<file path="config.mk">
export PLATFORM = sky130hd
export DESIGN_NAME = dsoc_ctrl
export DESIGN_NICKNAME = d
export VERILOG_FILES = /design/src/dsoc_pkg.sv /design/src/dsoc_opt_reg.sv /design/src/dsoc_ctrl.sv
export VERILOG_INCLUDE_DIRS = /design/src
export SDC_FILE = /design/constraint.sdc
export NUM_CORES = 1
export LEC_CHECK = 0
export ABC_AREA = 1
export BUFFER_PORTS_ARGS = -buffer_cell sky130_fd_sc_hd__buf_2
export CORE_UTILIZATION = 60
export CTS_BUF_LIST = sky130_fd_sc_hd__clkbuf_8
export CTS_CLUSTER_SIZE = 20
export DETAILED_ROUTE_END_ITERATION = 12
export PLACE_DENSITY = 0.85
export SYNTH_ARGS = -nofsm -noshare
export SYNTH_HDL_FRONTEND = slang
export SYNTH_SLANG_ARGS = --single-unit
</file>
<file path="constraint.sdc">
create_clock -name mclk -period 4.8 [get_ports mclk]
set_input_delay 0.96 -clock mclk [delete_from_list [all_inputs] [get_ports mclk]]
set_output_delay 0.96 -clock mclk [all_outputs]
set_load 0.03 [all_outputs]
</file>
<file path="src/dsoc_cfg.svh">
// Object indices, field positions, reset values and accepted sets of the stop option control
`ifndef DSOC_CFG_SVH
`define DSOC_CFG_SVH

`define DSOC_IDX_QSO 16'h605a
`define DSOC_IDX_SDO 16'h605b
`define DSOC_IDX_DOO 16'h605c
`define DSOC_IDX_HLO 16'h605d
`define DSOC_IDX_MODE 16'h6060
`define DSOC_IDX_MODE_DISP 16'h6061
`define DSOC_IDX_STATUS 16'h6041

`define DSOC_RST_QSO 16'h0002
`define DSOC_RST_SDO 16'h0001
`define DSOC_RST_DOO 16'h0001
`define DSOC_RST_HLO 16'h0001
`define DSOC_RST_MODE 8'h00

`define DSOC_ACC_QSO 16'h00ef
`define DSOC_ACC_SDO 16'h0003
`define DSOC_ACC_DOO 16'h0003
`define DSOC_ACC_HLO 16'h000e
`define DSOC_ACC_MODE 16'h034b

`define DSOC_SW_RTSO 0
`define DSOC_SW_SO 1
`define DSOC_SW_OE 2
`define DSOC_SW_FAULT 3
`define DSOC_SW_VOLT 4
`define DSOC_SW_QS 5
`define DSOC_SW_SOD 6
`define DSOC_SW_INFO 7
`define DSOC_SW_REMOTE 9
`define DSOC_SW_ILIM 11

`define DSOC_CW_FRESET 7
`define DSOC_CW_HALT 8

`define DSOC_MODE_NONE 8'h00
`define DSOC_MODE_PP 8'h01
`define DSOC_MODE_PV 8'h03
`define DSOC_MODE_HM 8'h06
`define DSOC_MODE_CSP 8'h08
`define DSOC_MODE_CSV 8'h09

`endif

</file>
<file path="src/dsoc_pkg.sv">
// Types shared by the stop option control
package dsoc_pkg;

  typedef enum logic [3:0] {
    DSM_SOD, DSM_READY, DSM_SWON, DSM_OPEN, DSM_STOP_SHUT, DSM_STOP_DIS, DSM_QSA, DSM_FAULT
  } dsoc_state_e;

  typedef enum logic [1:0] {DEC_NONE, DEC_PROFILE, DEC_QUICK, DEC_IMMED} dsoc_decel_e;

  typedef enum logic [2:0] {
    MODE_NONE, MODE_PP, MODE_PV, MODE_HM, MODE_CSP, MODE_CSV
  } dsoc_mode_e;

  typedef struct packed {
    logic shutdown;
    logic switch_on;
    logic enable_op;
    logic disable_op;
    logic disable_voltage;
    logic quick_stop;
  } dsoc_cmd_s;

  typedef struct packed {
    logic fault_in;
    logic info_active;
    logic init_done;
    logic int_limit;
    logic voltage_on;
    logic motor_stopped;
    logic ext_stop_active;
  } dsoc_env_s;

  typedef struct packed {
    logic current_off;
    logic deexcite;
    dsoc_decel_e decel;
  } dsoc_stop_s;

endpackage

</file>
<file path="src/dsoc_opt_reg.sv">
// One validated option object with its own index and accepted value set
`timescale 1ns/10ps
module dsoc_opt_reg #(
  parameter int W = 16,
  parameter logic [15:0] IDX = 16'h0000,
  parameter logic [W-1:0] RST = '0,
  parameter logic [15:0] ACC = 16'h0001
) (
  input wire logic mclk,
  input wire logic rst,
  input wire logic wr_en,
  input wire logic [15:0] index,
  input wire logic [15:0] wdata,
  output logic [W-1:0] value_r,
  output logic hit,
  output logic ok
);
  // Negative values fail the upper-bits test, so the signed range needs no extra compare
  assign hit = wr_en && (index == IDX);
  assign ok = hit && (wdata[15:4] == 12'h000) && ACC[wdata[3:0]];

  always_ff @(posedge mclk) begin
    if (rst) begin
      value_r <= RST;
    end else if (ok) begin
      value_r <= wdata[W-1:0];
    end
  end
endmodule

</file>
<file path="src/dsoc_ctrl.sv">
// Drive state, stop action selection, status word and option objects
`timescale 1ns/10ps
`include "dsoc_cfg.svh"
module dsoc_ctrl (
  input wire logic mclk,
  input wire logic rst,
  input wire dsoc_pkg::dsoc_cmd_s cmd,
  input wire dsoc_pkg::dsoc_env_s env,
  input wire logic [15:0] ctrl_word,
  input wire logic obj_wr_en,
  input wire logic obj_rd_en,
  input wire logic [15:0] obj_index,
  input wire logic [15:0] obj_wdata,
  output logic [15:0] obj_rdata_r,
  output logic obj_rd_valid_r,
  output logic obj_rd_err_r,
  output logic obj_wr_ok_r,
  output logic obj_wr_err_r,
  output logic [15:0] status_word_r,
  output dsoc_pkg::dsoc_stop_s stop_r,
  output logic [7:0] active_mode_r,
  output dsoc_pkg::dsoc_mode_e mode_kind_r,
  output logic fault_reset_r
);
  logic [15:0] qso_val;
  logic [15:0] sdo_val;
  logic [15:0] doo_val;
  logic [15:0] hlo_val;
  logic [7:0] mode_val;
  logic [4:0] hit;
  logic [4:0] ok;
  logic [15:0] qso_act_r;
  logic cw7_q_r;
  logic alarm_r;
  logic halt_stop_r;
  logic freset_rise;
  logic qs_go;
  logic shut_go;
  logic dis_go;
  logic halt_go;
  logic qs_done;
  logic enter_open;
  dsoc_pkg::dsoc_state_e state_r;
  dsoc_pkg::dsoc_state_e state_nxt;
  logic [15:0] status_nxt;

  dsoc_opt_reg #(.W(16), .IDX(`DSOC_IDX_QSO), .RST(`DSOC_RST_QSO), .ACC(`DSOC_ACC_QSO)) u_qso (
    .mclk(mclk), .rst(rst), .wr_en(obj_wr_en), .index(obj_index), .wdata(obj_wdata),
    .value_r(qso_val), .hit(hit[0]), .ok(ok[0])
  );
  dsoc_opt_reg #(.W(16), .IDX(`DSOC_IDX_SDO), .RST(`DSOC_RST_SDO), .ACC(`DSOC_ACC_SDO)) u_sdo (
    .mclk(mclk), .rst(rst), .wr_en(obj_wr_en), .index(obj_index), .wdata(obj_wdata),
    .value_r(sdo_val), .hit(hit[1]), .ok(ok[1])
  );
  dsoc_opt_reg #(.W(16), .IDX(`DSOC_IDX_DOO), .RST(`DSOC_RST_DOO), .ACC(`DSOC_ACC_DOO)) u_doo (
    .mclk(mclk), .rst(rst), .wr_en(obj_wr_en), .index(obj_index), .wdata(obj_wdata),
    .value_r(doo_val), .hit(hit[2]), .ok(ok[2])
  );
  dsoc_opt_reg #(.W(16), .IDX(`DSOC_IDX_HLO), .RST(`DSOC_RST_HLO), .ACC(`DSOC_ACC_HLO)) u_hlo (
    .mclk(mclk), .rst(rst), .wr_en(obj_wr_en), .index(obj_index), .wdata(obj_wdata),
    .value_r(hlo_val), .hit(hit[3]), .ok(ok[3])
  );
  dsoc_opt_reg #(.W(8), .IDX(`DSOC_IDX_MODE), .RST(`DSOC_RST_MODE), .ACC(`DSOC_ACC_MODE)) u_mode (
    .mclk(mclk), .rst(rst), .wr_en(obj_wr_en), .index(obj_index), .wdata(obj_wdata),
    .value_r(mode_val), .hit(hit[4]), .ok(ok[4])
  );

  // Events
  assign freset_rise = ctrl_word[`DSOC_CW_FRESET] && !cw7_q_r;
  assign qs_go = cmd.quick_stop && ((state_r == dsoc_pkg::DSM_OPEN) ||
                 (state_r == dsoc_pkg::DSM_STOP_SHUT) || (state_r == dsoc_pkg::DSM_STOP_DIS));
  assign shut_go = cmd.shutdown && !cmd.quick_stop && (state_r == dsoc_pkg::DSM_OPEN);
  assign dis_go = cmd.disable_op && !cmd.quick_stop && !cmd.shutdown &&
                  (state_r == dsoc_pkg::DSM_OPEN);
  assign halt_go = ctrl_word[`DSOC_CW_HALT] && (state_r == dsoc_pkg::DSM_OPEN) &&
                   !cmd.quick_stop && !cmd.shutdown && !cmd.disable_op;
  // Quick stop reaches its end once the motor stands; option 0 cuts current at once
  assign qs_done = (state_r == dsoc_pkg::DSM_QSA) &&
                   (env.motor_stopped || (qso_act_r == 16'h0000));
  assign enter_open = (state_nxt == dsoc_pkg::DSM_OPEN) && (state_r != dsoc_pkg::DSM_OPEN);

  always_ff @(posedge mclk) begin
    if (rst) begin
      cw7_q_r <= 1'b0;
    end else begin
      cw7_q_r <= ctrl_word[`DSOC_CW_FRESET];
    end
  end

  // Alarm latch: a new fault in the reset cycle keeps the alarm
  always_ff @(posedge mclk) begin
    if (rst) begin
      alarm_r <= 1'b0;
    end else if (env.fault_in) begin
      alarm_r <= 1'b1;
    end else if (freset_rise) begin
      alarm_r <= 1'b0;
    end
  end

  always_ff @(posedge mclk) begin
    if (rst) begin
      fault_reset_r <= 1'b0;
    end else begin
      fault_reset_r <= freset_rise && alarm_r && !env.fault_in;
    end
  end

  // Option in force for a running quick stop is frozen at its start
  // A value written during the stop waits for the next one, so standstill keeps its end state
  always_ff @(posedge mclk) begin
    if (rst) begin
      qso_act_r <= `DSOC_RST_QSO;
    end else if (state_r != dsoc_pkg::DSM_QSA) begin
      // Taken only outside the stop: re-reading at standstill would leave a kept stop state
      qso_act_r <= qso_val;
    end
  end

  always_comb begin
    state_nxt = state_r;
    case (state_r)
      dsoc_pkg::DSM_SOD: begin
        if (cmd.shutdown) begin
          state_nxt = dsoc_pkg::DSM_READY;
        end
      end
      dsoc_pkg::DSM_READY: begin
        if (cmd.disable_voltage || cmd.quick_stop) begin
          state_nxt = dsoc_pkg::DSM_SOD;
        end else if (cmd.switch_on) begin
          state_nxt = dsoc_pkg::DSM_SWON;
        end
      end
      dsoc_pkg::DSM_SWON: begin
        if (cmd.disable_voltage || cmd.quick_stop) begin
          state_nxt = dsoc_pkg::DSM_SOD;
        end else if (cmd.shutdown) begin
          state_nxt = dsoc_pkg::DSM_READY;
        end else if (cmd.enable_op) begin
          state_nxt = dsoc_pkg::DSM_OPEN;
        end
      end
      dsoc_pkg::DSM_OPEN: begin
        if (qs_go) begin
          state_nxt = dsoc_pkg::DSM_QSA;
        end else if (shut_go) begin
          state_nxt = (sdo_val == 16'h0000) ? dsoc_pkg::DSM_READY : dsoc_pkg::DSM_STOP_SHUT;
        end else if (dis_go) begin
          state_nxt = (doo_val == 16'h0000) ? dsoc_pkg::DSM_SWON : dsoc_pkg::DSM_STOP_DIS;
        end else if (cmd.disable_voltage) begin
          state_nxt = dsoc_pkg::DSM_SOD;
        end
      end
      dsoc_pkg::DSM_STOP_SHUT: begin
        if (qs_go) begin
          state_nxt = dsoc_pkg::DSM_QSA;
        end else if (env.motor_stopped) begin
          state_nxt = dsoc_pkg::DSM_READY;
        end
      end
      dsoc_pkg::DSM_STOP_DIS: begin
        if (qs_go) begin
          state_nxt = dsoc_pkg::DSM_QSA;
        end else if (env.motor_stopped) begin
          state_nxt = dsoc_pkg::DSM_SWON;
        end
      end
      dsoc_pkg::DSM_QSA: begin
        if (cmd.disable_voltage) begin
          state_nxt = dsoc_pkg::DSM_SOD;
        end else if (qs_done && !qso_act_r[2]) begin
          state_nxt = dsoc_pkg::DSM_SOD;
        end else if (qs_done && cmd.enable_op) begin
          state_nxt = dsoc_pkg::DSM_OPEN;
        end
      end
      dsoc_pkg::DSM_FAULT: begin
        if (freset_rise && !env.fault_in) begin
          state_nxt = dsoc_pkg::DSM_SOD;
        end
      end
      default: begin
        state_nxt = dsoc_pkg::DSM_SOD;
      end
    endcase
    if (env.fault_in) begin
      state_nxt = dsoc_pkg::DSM_FAULT;
    end
  end

  always_ff @(posedge mclk) begin
    if (rst) begin
      state_r <= dsoc_pkg::DSM_SOD;
    end else begin
      state_r <= state_nxt;
    end
  end

  // Halt owns the deceleration only while it started it
  always_ff @(posedge mclk) begin
    if (rst) begin
      halt_stop_r <= 1'b0;
    end else if (!halt_go) begin
      halt_stop_r <= 1'b0;
    end else if (stop_r.decel == dsoc_pkg::DEC_NONE) begin
      halt_stop_r <= 1'b1;
    end
  end

  // Stop action toward the motion generator
  always_ff @(posedge mclk) begin
    if (rst) begin
      stop_r <= '0;
    end else if (env.fault_in) begin
      stop_r.current_off <= 1'b1;
      stop_r.deexcite <= 1'b0;
      stop_r.decel <= dsoc_pkg::DEC_NONE;
    end else if (enter_open) begin
      stop_r <= '0;
    end else if (qs_go) begin
      if (qso_val == 16'h0000) begin
        stop_r.current_off <= 1'b1;
        stop_r.decel <= dsoc_pkg::DEC_NONE;
      end else if (env.ext_stop_active) begin
        stop_r.decel <= stop_r.decel;
      end else if (stop_r.decel != dsoc_pkg::DEC_NONE) begin
        stop_r.decel <= dsoc_pkg::DEC_QUICK;
      end else begin
        case (qso_val[1:0])
          2'h1: stop_r.decel <= dsoc_pkg::DEC_PROFILE;
          2'h2: stop_r.decel <= dsoc_pkg::DEC_QUICK;
          default: stop_r.decel <= dsoc_pkg::DEC_IMMED;
        endcase
      end
    end else if (shut_go || dis_go) begin
      if ((shut_go ? sdo_val : doo_val) == 16'h0000) begin
        stop_r.current_off <= 1'b1;
      end else begin
        stop_r.decel <= dsoc_pkg::DEC_PROFILE;
      end
    end else if (((state_r == dsoc_pkg::DSM_STOP_SHUT) || (state_r == dsoc_pkg::DSM_STOP_DIS))
                 && env.motor_stopped) begin
      stop_r.deexcite <= 1'b1;
      stop_r.decel <= dsoc_pkg::DEC_NONE;
    end else if (qs_done) begin
      stop_r.decel <= dsoc_pkg::DEC_NONE;
      stop_r.current_off <= !qso_act_r[2] || (qso_act_r == 16'h0000);
    end else if (halt_go && (stop_r.decel == dsoc_pkg::DEC_NONE)) begin
      case (hlo_val[1:0])
        2'h2: stop_r.decel <= dsoc_pkg::DEC_QUICK;
        2'h3: stop_r.decel <= dsoc_pkg::DEC_IMMED;
        default: stop_r.decel <= dsoc_pkg::DEC_PROFILE;
      endcase
    end else if (halt_stop_r && !halt_go) begin
      stop_r.decel <= dsoc_pkg::DEC_NONE;
    end
  end

  // Mode change waits for standstill so a running profile is never switched mid-move
  always_ff @(posedge mclk) begin
    if (rst) begin
      active_mode_r <= `DSOC_RST_MODE;
    end else if (env.motor_stopped) begin
      active_mode_r <= mode_val;
    end
  end

  always_ff @(posedge mclk) begin
    if (rst) begin
      mode_kind_r <= dsoc_pkg::MODE_NONE;
    end else if (env.motor_stopped) begin
      case (mode_val)
        `DSOC_MODE_PP: mode_kind_r <= dsoc_pkg::MODE_PP;
        `DSOC_MODE_PV: mode_kind_r <= dsoc_pkg::MODE_PV;
        `DSOC_MODE_HM: mode_kind_r <= dsoc_pkg::MODE_HM;
        `DSOC_MODE_CSP: mode_kind_r <= dsoc_pkg::MODE_CSP;
        `DSOC_MODE_CSV: mode_kind_r <= dsoc_pkg::MODE_CSV;
        default: mode_kind_r <= dsoc_pkg::MODE_NONE;
      endcase
    end
  end

  always_comb begin
    status_nxt = 16'h0000;
    case (state_nxt)
      dsoc_pkg::DSM_SOD: status_nxt[`DSOC_SW_SOD] = 1'b1;
      dsoc_pkg::DSM_READY: begin
        status_nxt[`DSOC_SW_RTSO] = 1'b1;
        status_nxt[`DSOC_SW_QS] = 1'b1;
      end
      dsoc_pkg::DSM_SWON: begin
        status_nxt[`DSOC_SW_RTSO] = 1'b1;
        status_nxt[`DSOC_SW_SO] = 1'b1;
        status_nxt[`DSOC_SW_QS] = 1'b1;
      end
      dsoc_pkg::DSM_QSA: begin
        status_nxt[`DSOC_SW_RTSO] = 1'b1;
        status_nxt[`DSOC_SW_SO] = 1'b1;
        status_nxt[`DSOC_SW_OE] = 1'b1;
      end
      dsoc_pkg::DSM_FAULT: status_nxt[`DSOC_SW_FAULT] = 1'b1;
      default: begin
        status_nxt[`DSOC_SW_RTSO] = 1'b1;
        status_nxt[`DSOC_SW_SO] = 1'b1;
        status_nxt[`DSOC_SW_OE] = 1'b1;
        status_nxt[`DSOC_SW_QS] = 1'b1;
      end
    endcase
    status_nxt[`DSOC_SW_VOLT] = env.voltage_on;
    status_nxt[`DSOC_SW_INFO] = env.info_active;
    status_nxt[`DSOC_SW_REMOTE] = env.init_done;
    status_nxt[`DSOC_SW_ILIM] = env.int_limit;
  end

  always_ff @(posedge mclk) begin
    if (rst) begin
      status_word_r <= 16'h0000;
    end else begin
      status_word_r <= status_nxt;
    end
  end

  always_ff @(posedge mclk) begin
    if (rst) begin
      obj_wr_ok_r <= 1'b0;
      obj_wr_err_r <= 1'b0;
    end else begin
      obj_wr_ok_r <= |ok;
      obj_wr_err_r <= obj_wr_en && !(|ok);
    end
  end

  always_ff @(posedge mclk) begin
    if (rst) begin
      obj_rdata_r <= 16'h0000;
      obj_rd_valid_r <= 1'b0;
      obj_rd_err_r <= 1'b0;
    end else begin
      obj_rd_valid_r <= obj_rd_en;
      obj_rd_err_r <= 1'b0;
      obj_rdata_r <= 16'h0000;
      if (!obj_rd_en) begin
        obj_rdata_r <= 16'h0000;
      end else if (obj_index == `DSOC_IDX_QSO) begin
        obj_rdata_r <= qso_val;
      end else if (obj_index == `DSOC_IDX_SDO) begin
        obj_rdata_r <= sdo_val;
      end else if (obj_index == `DSOC_IDX_DOO) begin
        obj_rdata_r <= doo_val;
      end else if (obj_index == `DSOC_IDX_HLO) begin
        obj_rdata_r <= hlo_val;
      end else if (obj_index == `DSOC_IDX_MODE) begin
        obj_rdata_r <= {{8{mode_val[7]}}, mode_val};
      end else if (obj_index == `DSOC_IDX_MODE_DISP) begin
        obj_rdata_r <= {{8{active_mode_r[7]}}, active_mode_r};
      end else if (obj_index == `DSOC_IDX_STATUS) begin
        obj_rdata_r <= status_word_r;
      end else begin
        obj_rd_err_r <= 1'b1;
      end
    end
  end
endmodule

</file>
==> metrics.txt, run 1 <==
area of the multi-input gates between 0.002 and 0.003 mm^2; CP cell instances buf_2, nor2_1, nand3_2, inv_1, nand2_1, nor3_1, nand3_1, o21ai_0, a21oi_1; initial antenna violation count 0; Synth cell types 44; worst clock skew 0.01350 ns; VDD IR max approximately 210 uV; slowest stage delay, CP ~0.6 ns; Pwr Density 322.0 mW/mm^2; Max Slew Vio Count 0; WP data required between 5 and 6 ns; DP HPWL 11540 um; final hold violations 0; area post-placement 0.006955 mm^2; post-CTS sizing 0; HP Class register to register; Wirelength per Cell between 10 and 15 um; startpoint types input port; Via Count between 6000 and 7000; clock transition at the registers of the reported paths ~0.070 ns; RSZ-0062 raised after global routing no; Bufs and invs on worst path 2; worst setup path class input port to register; global-route wire length before repair between 20000 and 30000 um; CTS tree built; initial core utilization 0.6204; sw frac 0.2443; vias in the first global route around 5700; internal power ~1.8 mW; Seq pwr share 0.505; die height 105.6 um; Hold Buf Count CTS 0; Final GP Congestion slightly above 0.9; Synth warnings 0; prevailing post-synth register cell dfxtp_1; share of cells above drive strength 1 0.1704; DRC 0; XOR/XNOR share of the synthesized area 0; FFs w/ async S/R, synth 0; Initial DRC Count around 390; Lkg Pwr roughly 3.8 nW; clock latency on the worst-skew pair between 0.4 and 0.5 ns; Synth area leader dfxtp_1; Setup crit end kind register; sw power roughly 0.58 mW; top cell type's share of synthesized area 0.4387; TNS Setup 0 ns; Worst path top cell family by delay simple AND/OR/NAND/NOR gates; Routed WL 16180 um; area growth from synthesis to layout 14.53%; pin count of the biggest net entering global routing 99; largest family of logic cells by synthesized area simple AND/OR/NAND/NOR gates; Clk pwr share 0.421; CP max-delay cell nand3_1; Final min period 2.687 ns; Avg Cell Area, Syn 7.001 um^2; slew margin rel. 0.3779; Worst Path Arrival roughly 3 ns; Routed Antenna Nets 0; cell count after synthesis a little over 900; measured slew at the worst slew-check pin 0.9332 ns; EDFF count, synth 0; H-tree depth 4; number of I/O pins 117; Layout fillers around 870; Total Nets Final approximately 1100; flops & latches, synth ~140; final setup violation count 0; Synth Area in Compound Gates 0.1208; Synth Area in Simple Gates 0.3209; fmax about 370 MHz; Synth Cell Area approximately 0.0064 mm^2; CTS sink cnt 141; Rows 37; Total Power 2.372 mW; CTS Buffer Depth 2; synth top area cells dfxtp_1 (44%), inv_1 (8.8%), nor2_1 (8.5%); core outline area around 0.010 mm^2; critical path peak fanout 17; die width between 100 and 150 um; DR pass1 iterations 8; multiplexer share of the synthesized area 0; outcome completed; final instance area 0.007368 mm^2; fin crit share 0.5598; antenna cells 0; adder-cell share of the synthesized area 0; maxcap violations 0; GRT Overall Usage 0.3010; PortBufs 96; post-synthesis sequential area ratio 0.4387; Post-CTS Setup Bufs 0; die footprint 0.01114 mm^2; Vias/cell roughly 5.3; sequential standard cell area between 0.002 and 0.003 mm^2; root buf cell clkbuf_8; grt total ovfl 0; Comb power frac 0.074; Num CTS Buffers 17
worst paths after layout:
check | to | slack (ns) | cells past startpoint | startpoint
worst max-delay path | u_hlo.value_r[1] | 2.11 | 9 | obj_index[7]
worst min-delay path | fault_reset_r | 0.44 | 2 | alarm_r
worst max register to register | stop_r[1] | 2.25 | 11 | state_r[2]
worst min register to register | fault_reset_r | 0.44 | 2 | alarm_r
flip-flops by register name, summed over array words and instances, names as in the netlist, 3 cells and up:
signal	cells
active_mode_r	8
mode_kind_r	3
obj_rdata_r	16
qso_act_r	16
state_r	4
status_word_r	10
stop_r	4
u_doo.value_r	16
u_hlo.value_r	16
u_mode.value_r	8
u_qso.value_r	16
u_sdo.value_r	16
synthesized netlist by cell type (10+ instances only):
cell	instances
inv_1	150
nor2_1	145
dfxtp_1	141
nand2_1	128
nand3_1	101
o21ai_0	66
a21oi_1	35
nand4_1	16
nor3_1	14
nand2_2	12
clkbuf_1	10
nor2_2	10
through the flow:
step / hold slack, ns / std cells / worst slack [ns] / util
2_1_floorplan: 0.4159 / 925 / 2.528 / -
3_3_place_gp: 0.4246 / 1126 / 1.708 / 0.6707
3_5_place_dp: 0.4251 / 1126 / 1.708 / 0.6707
4_1_cts: 0.4386 / 1157 / 2.166 / 0.7105
5_1_grt: 0.4468 / 1157 / 1.851 / 0.7105
6_report: 0.4381 / 1157 / 2.113 / 0.7105
power by group through the flow:
stage	registers (mW)	logic (mW)	clock network [mW]
floorplan	1.25	0.0936	0
global placement	1.23	0.170	0
detailed placement	1.23	0.172	0
CTS	1.20	0.173	1.00
global route	1.20	0.192	1.05
finish	1.20	0.174	0.999
logic make-up (layout without fill, tap and decap cells):
group	Yosys count	count (layout)
compound gates	133	133
simple gates	451	451
buf+inv	193	289
other cells	1	7
flops	141	141
cell usage in the layout, fill, tap and decap left out, drive strengths merged, types with 2 or more instances in the layout:
| master | count |
|---|---|
| a21oi | 36 |
| a22o | 3 |
| a31o | 2 |
| a41oi | 2 |
| and3 | 2 |
| buf | 97 |
| bufinv | 4 |
| clkbuf | 17 |
| clkinv | 6 |
| clkinvlp | 3 |
| conb | 7 |
| dfxtp | 141 |
| inv | 162 |
| nand2 | 141 |
| nand3 | 106 |
| nand4 | 16 |
| nor2 | 158 |
| nor3 | 16 |
| nor4 | 9 |
| o211ai | 10 |
| o21ai | 67 |
| o21bai | 7 |
| o22ai | 2 |
| or2 | 2 |
metal layers:
layer | GRT usage | wire [um]
met5 | 0 | 0
met4 | 0.08433 | 216
met3 | 0.06617 | 1039
met2 | 0.5230 | 7704
met1 | 0.3752 | 7223
final cells by class:
type	instances	share of cell area
Inverter	161	0.08236
Sequential cell	141	0.3831
Clock inverter	14	0.02428
Multi-Input combinational cell	591	0.3892
Clock buffer	17	0.03175
Tap cell	136	0.02309
Timing Repair Buffer	97	0.06623
tightest hold or removal path, delay by kind of cell, from the launching register on:
| kind | cells | cell delay [ns] |
|---|---|---|
| DFF | 1 | 0.31 |
| and+or+nand+nor | 2 | 0.10 |
(Power assumes the default switching activity.)
==> inputs of run 2 (changes only) <==
--- a/config.mk
+++ b/config.mk
@@ -8,11 +8,11 @@
 export LEC_CHECK = 0
 export ABC_AREA = 1
 export BUFFER_PORTS_ARGS = -buffer_cell sky130_fd_sc_hd__buf_2
-export CORE_UTILIZATION = 60
+export CORE_UTILIZATION = 58
 export CTS_BUF_LIST = sky130_fd_sc_hd__clkbuf_8
 export CTS_CLUSTER_SIZE = 20
 export DETAILED_ROUTE_END_ITERATION = 12
-export PLACE_DENSITY = 0.85
+export PLACE_DENSITY = 0.83
 export SYNTH_ARGS = -nofsm -noshare
 export SYNTH_HDL_FRONTEND = slang
 export SYNTH_SLANG_ARGS = --single-unit
==> constraint.sdc (replaced) <==
create_clock -name mclk -period 2.7 [get_ports mclk]
set_input_delay 0.54 -clock mclk [delete_from_list [all_inputs] [get_ports mclk]]
set_output_delay 0.54 -clock mclk [all_outputs]
set_load 0.03 [all_outputs]
==> metrics.txt, run 2 (synthesis gave the netlist of run 1 again) <==
final setup violation count 0 (unchanged); Final GP Congestion 0.9115 (was 0.9249); Worst Hold Launch env[4] (was alarm_r); final instance area 0.007475 mm^2 (was 0.007368 mm^2); sw power 1.021 mW (was 0.5797 mW); Post-CTS Setup Bufs 0 (unchanged); Layout fillers 964 (was 865); HP Class input port to register (was register to register); fmax between 500 and 600 MHz; antenna cells 0 (unchanged); final hold violations 0 (unchanged); Worst R2R Path Depth 12 (was 11); worst setup path class register to register (was input port to register); measured slew at the worst slew-check pin 0.5666 ns (was 0.9332 ns); Hold Path Sink status_word_r[9] (was fault_reset_r); clock transition at the registers of the reported paths 0.07 ns (about the same); Seq pwr share 0.514 (was 0.505); critical path peak fanout 4 (was 17); PortBufs 96 (unchanged); Rows 38 (was 37); Wirelength per Cell 13.70 um (was 13.99 um); Worst Path Arrival 2.26 ns (was 3.02 ns); vias in the first global route 5862 (was 5730); Most common cell on crit path nor2_1; CTS sink cnt 141 (unchanged); initial core utilization 0.5935 (was 0.6204); CP max-delay cell dfxtp_1 (was nand3_1); Comb power frac 0.076 (was 0.074); CP cell instances nor2_1, nand2_1, nor2_1, nand3_1, nand2_1, nand3_1, nand2_1, nand4_1, nor2_1, nand2_2, nand2_2, nor2_1 (was buf_2, nor2_1, nand3_2, inv_1, nand2_1, nor3_1, nand3_1, o21ai_0, a21oi_1); Hold Buf Count CTS 0 (unchanged); Max Slew Vio Count 0 (unchanged); Via Count 6161 (was 6119); post-CTS sizing 0 (unchanged); VDD IR max 356.3 uV (was 211.6 uV); outcome completed (unchanged); grt total ovfl 0 (unchanged); FF-to-FF End stop_r[2] (was stop_r[1]); initial antenna violation count 0 (unchanged); pin count of the biggest net entering global routing 99 (unchanged); maxcap violations 0 (unchanged); CTS Buffer Depth 2 (unchanged); slowest stage delay, CP 0.33 ns (was 0.60 ns); die footprint 0.01152 mm^2 (was 0.01114 mm^2); internal power 3.129 mW (was 1.793 mW); core outline area 0.01084 mm^2 (was 0.01037 mm^2); clock latency on the worst-skew pair 0.46 ns (was 0.45 ns); number of cells on the worst hold path 3 (was 2); Final min period about 1.9 ns; slew margin rel. 0.6222 (was 0.3779); DRC 0 (unchanged); global-route wire length before repair 27120 um (was 26380 um); Routed WL 16100 um (was 16180 um); RSZ-0062 raised after global routing no (unchanged); r2r setup slk 0.80 ns (was 2.25 ns); final core occ 0.6895 (was 0.7105); share of cells above drive strength 1 0.1807 (was 0.1704); root buf cell clkbuf_8 (unchanged); area post-placement 0.007078 mm^2 (was 0.006955 mm^2); worst r2r src u_doo.value_r[14] (was state_r[2]); Num CTS Buffers 17 (unchanged); GRT Overall Usage 0.3055 (was 0.3010); Setup crit end kind register (unchanged); sw frac 0.2460 (was 0.2443); DP HPWL 11900 um (was 11540 um); startpoint types register (was input port); commonest non-fill, non-tap cells in the layout inv_1 (153), nor2_1 (145), dfxtp_1 (141) (was inv_1 (152), nor2_1 (145), dfxtp_1 (141)); Routed Antenna Nets 0 (unchanged); TNS Setup 0 ns (unchanged); area growth from synthesis to layout 16.18% (was 14.53%); number of I/O pins 117 (unchanged); die height 107.3 um (was 105.6 um); Vias/cell 5.243 (was 5.289); critical path launch point u_doo.value_r[14] (was obj_index[7]); die width 107.3 um (was 105.6 um); DR pass1 iterations 5 (was 8); Pwr Density 555.1 mW/mm^2 (was 322.0 mW/mm^2); Clk pwr share 0.410 (was 0.421); CTS tree built (unchanged); commonest non-fill, non-tap cell in the layout inv_1 (unchanged); Total Nets Final 1088 (was 1074); Initial DRC Count 427 (was 388); fin crit share 0.7044; WP data required 3.06 ns (was 5.13 ns); H-tree depth 4 (unchanged); Lkg Pwr 3.875 nW (was 3.799 nW); worst clock skew 0.01191 ns (was 0.01350 ns)
[run 2: changes by cell type in the layout (fill, tap and decap cells not counted), sizes merged]
cell      before  now
bufinv         4    2
inv          162  163
clkinv         6    4
clkbuf        17   22
buf           97  111
clkinvlp       3    1
[run 2: power by group through the flow]
| stage | logic (mW) | registers (mW) | clock network [mW] |
|---|---|---|---|
| after floorplan | 0.166 | 2.22 | 0 |
| after global placement | 0.309 | 2.18 | 0 |
| after detailed placement | 0.313 | 2.18 | 0 |
| after CTS | 0.315 | 2.13 | 1.71 |
| after global routing | 0.349 | 2.13 | 1.81 |
| final | 0.316 | 2.13 | 1.70 |
[run 2: layer usage]
layer	share of wire	wire, um	vias up	track usage
met3	0.073	1172	43	0.08232
li1	-	-	3145	-
met2	0.46	7484	237	0.5060
met1	0.43	6966	2736	0.3771
met4	0.029	474	0	0.1204
met5	0	0	-	0
[run 2: how the worst max path moves through the flow]
| stage | endpoint | depth (start not counted) |
|---|---|---|
| finish | stop_r[2] | 12 |
| CTS | stop_r[0] | 13 |
| detailed placement | u_qso.value_r[0] | 12 |
| global route | stop_r[1] | 12 |
| global placement | obj_wr_ok_r | 12 |
| floorplan | u_sdo.value_r[5] | 10 |
[run 2: per-stage QoR]
| stage | hold slack [ns] | power (mW) | cells | setup slack (ns) |
|---|---|---|---|---|
| floorplan | 0.4159 | 2.383 | 925 | 0.8481 |
| global placement | 0.4237 | 2.488 | 1144 | 0.3998 |
| detailed placement | 0.4299 | 2.492 | 1144 | 0.3831 |
| CTS | 0.2732 | 4.157 | 1175 | 0.8070 |
| global route | 0.2677 | 4.293 | 1175 | 0.6208 |
| finish | 0.2804 | 4.149 | 1175 | 0.7982 |
[run 2: layout make-up]
cell class / count / area (um^2) / share of cell area
tap: 140 / 175.2 / 0.02343
sequential: 141 / 2823 / 0.3776
inverter: 161 / 606.8 / 0.08119
clock buffer: 22 / 302.8 / 0.04051
clock inverter: 9 / 93.84 / 0.01255
timing repair buffer: 111 / 605.6 / 0.08102
multi-input combinational: 591 / 2868 / 0.3837
[run 2: worst max-delay path: cells and delay by family, from the launching register on]
family,cells,cell delay [ns]
AND/OR/NAND/NOR,12,1.47
flip-flops,1,0.33
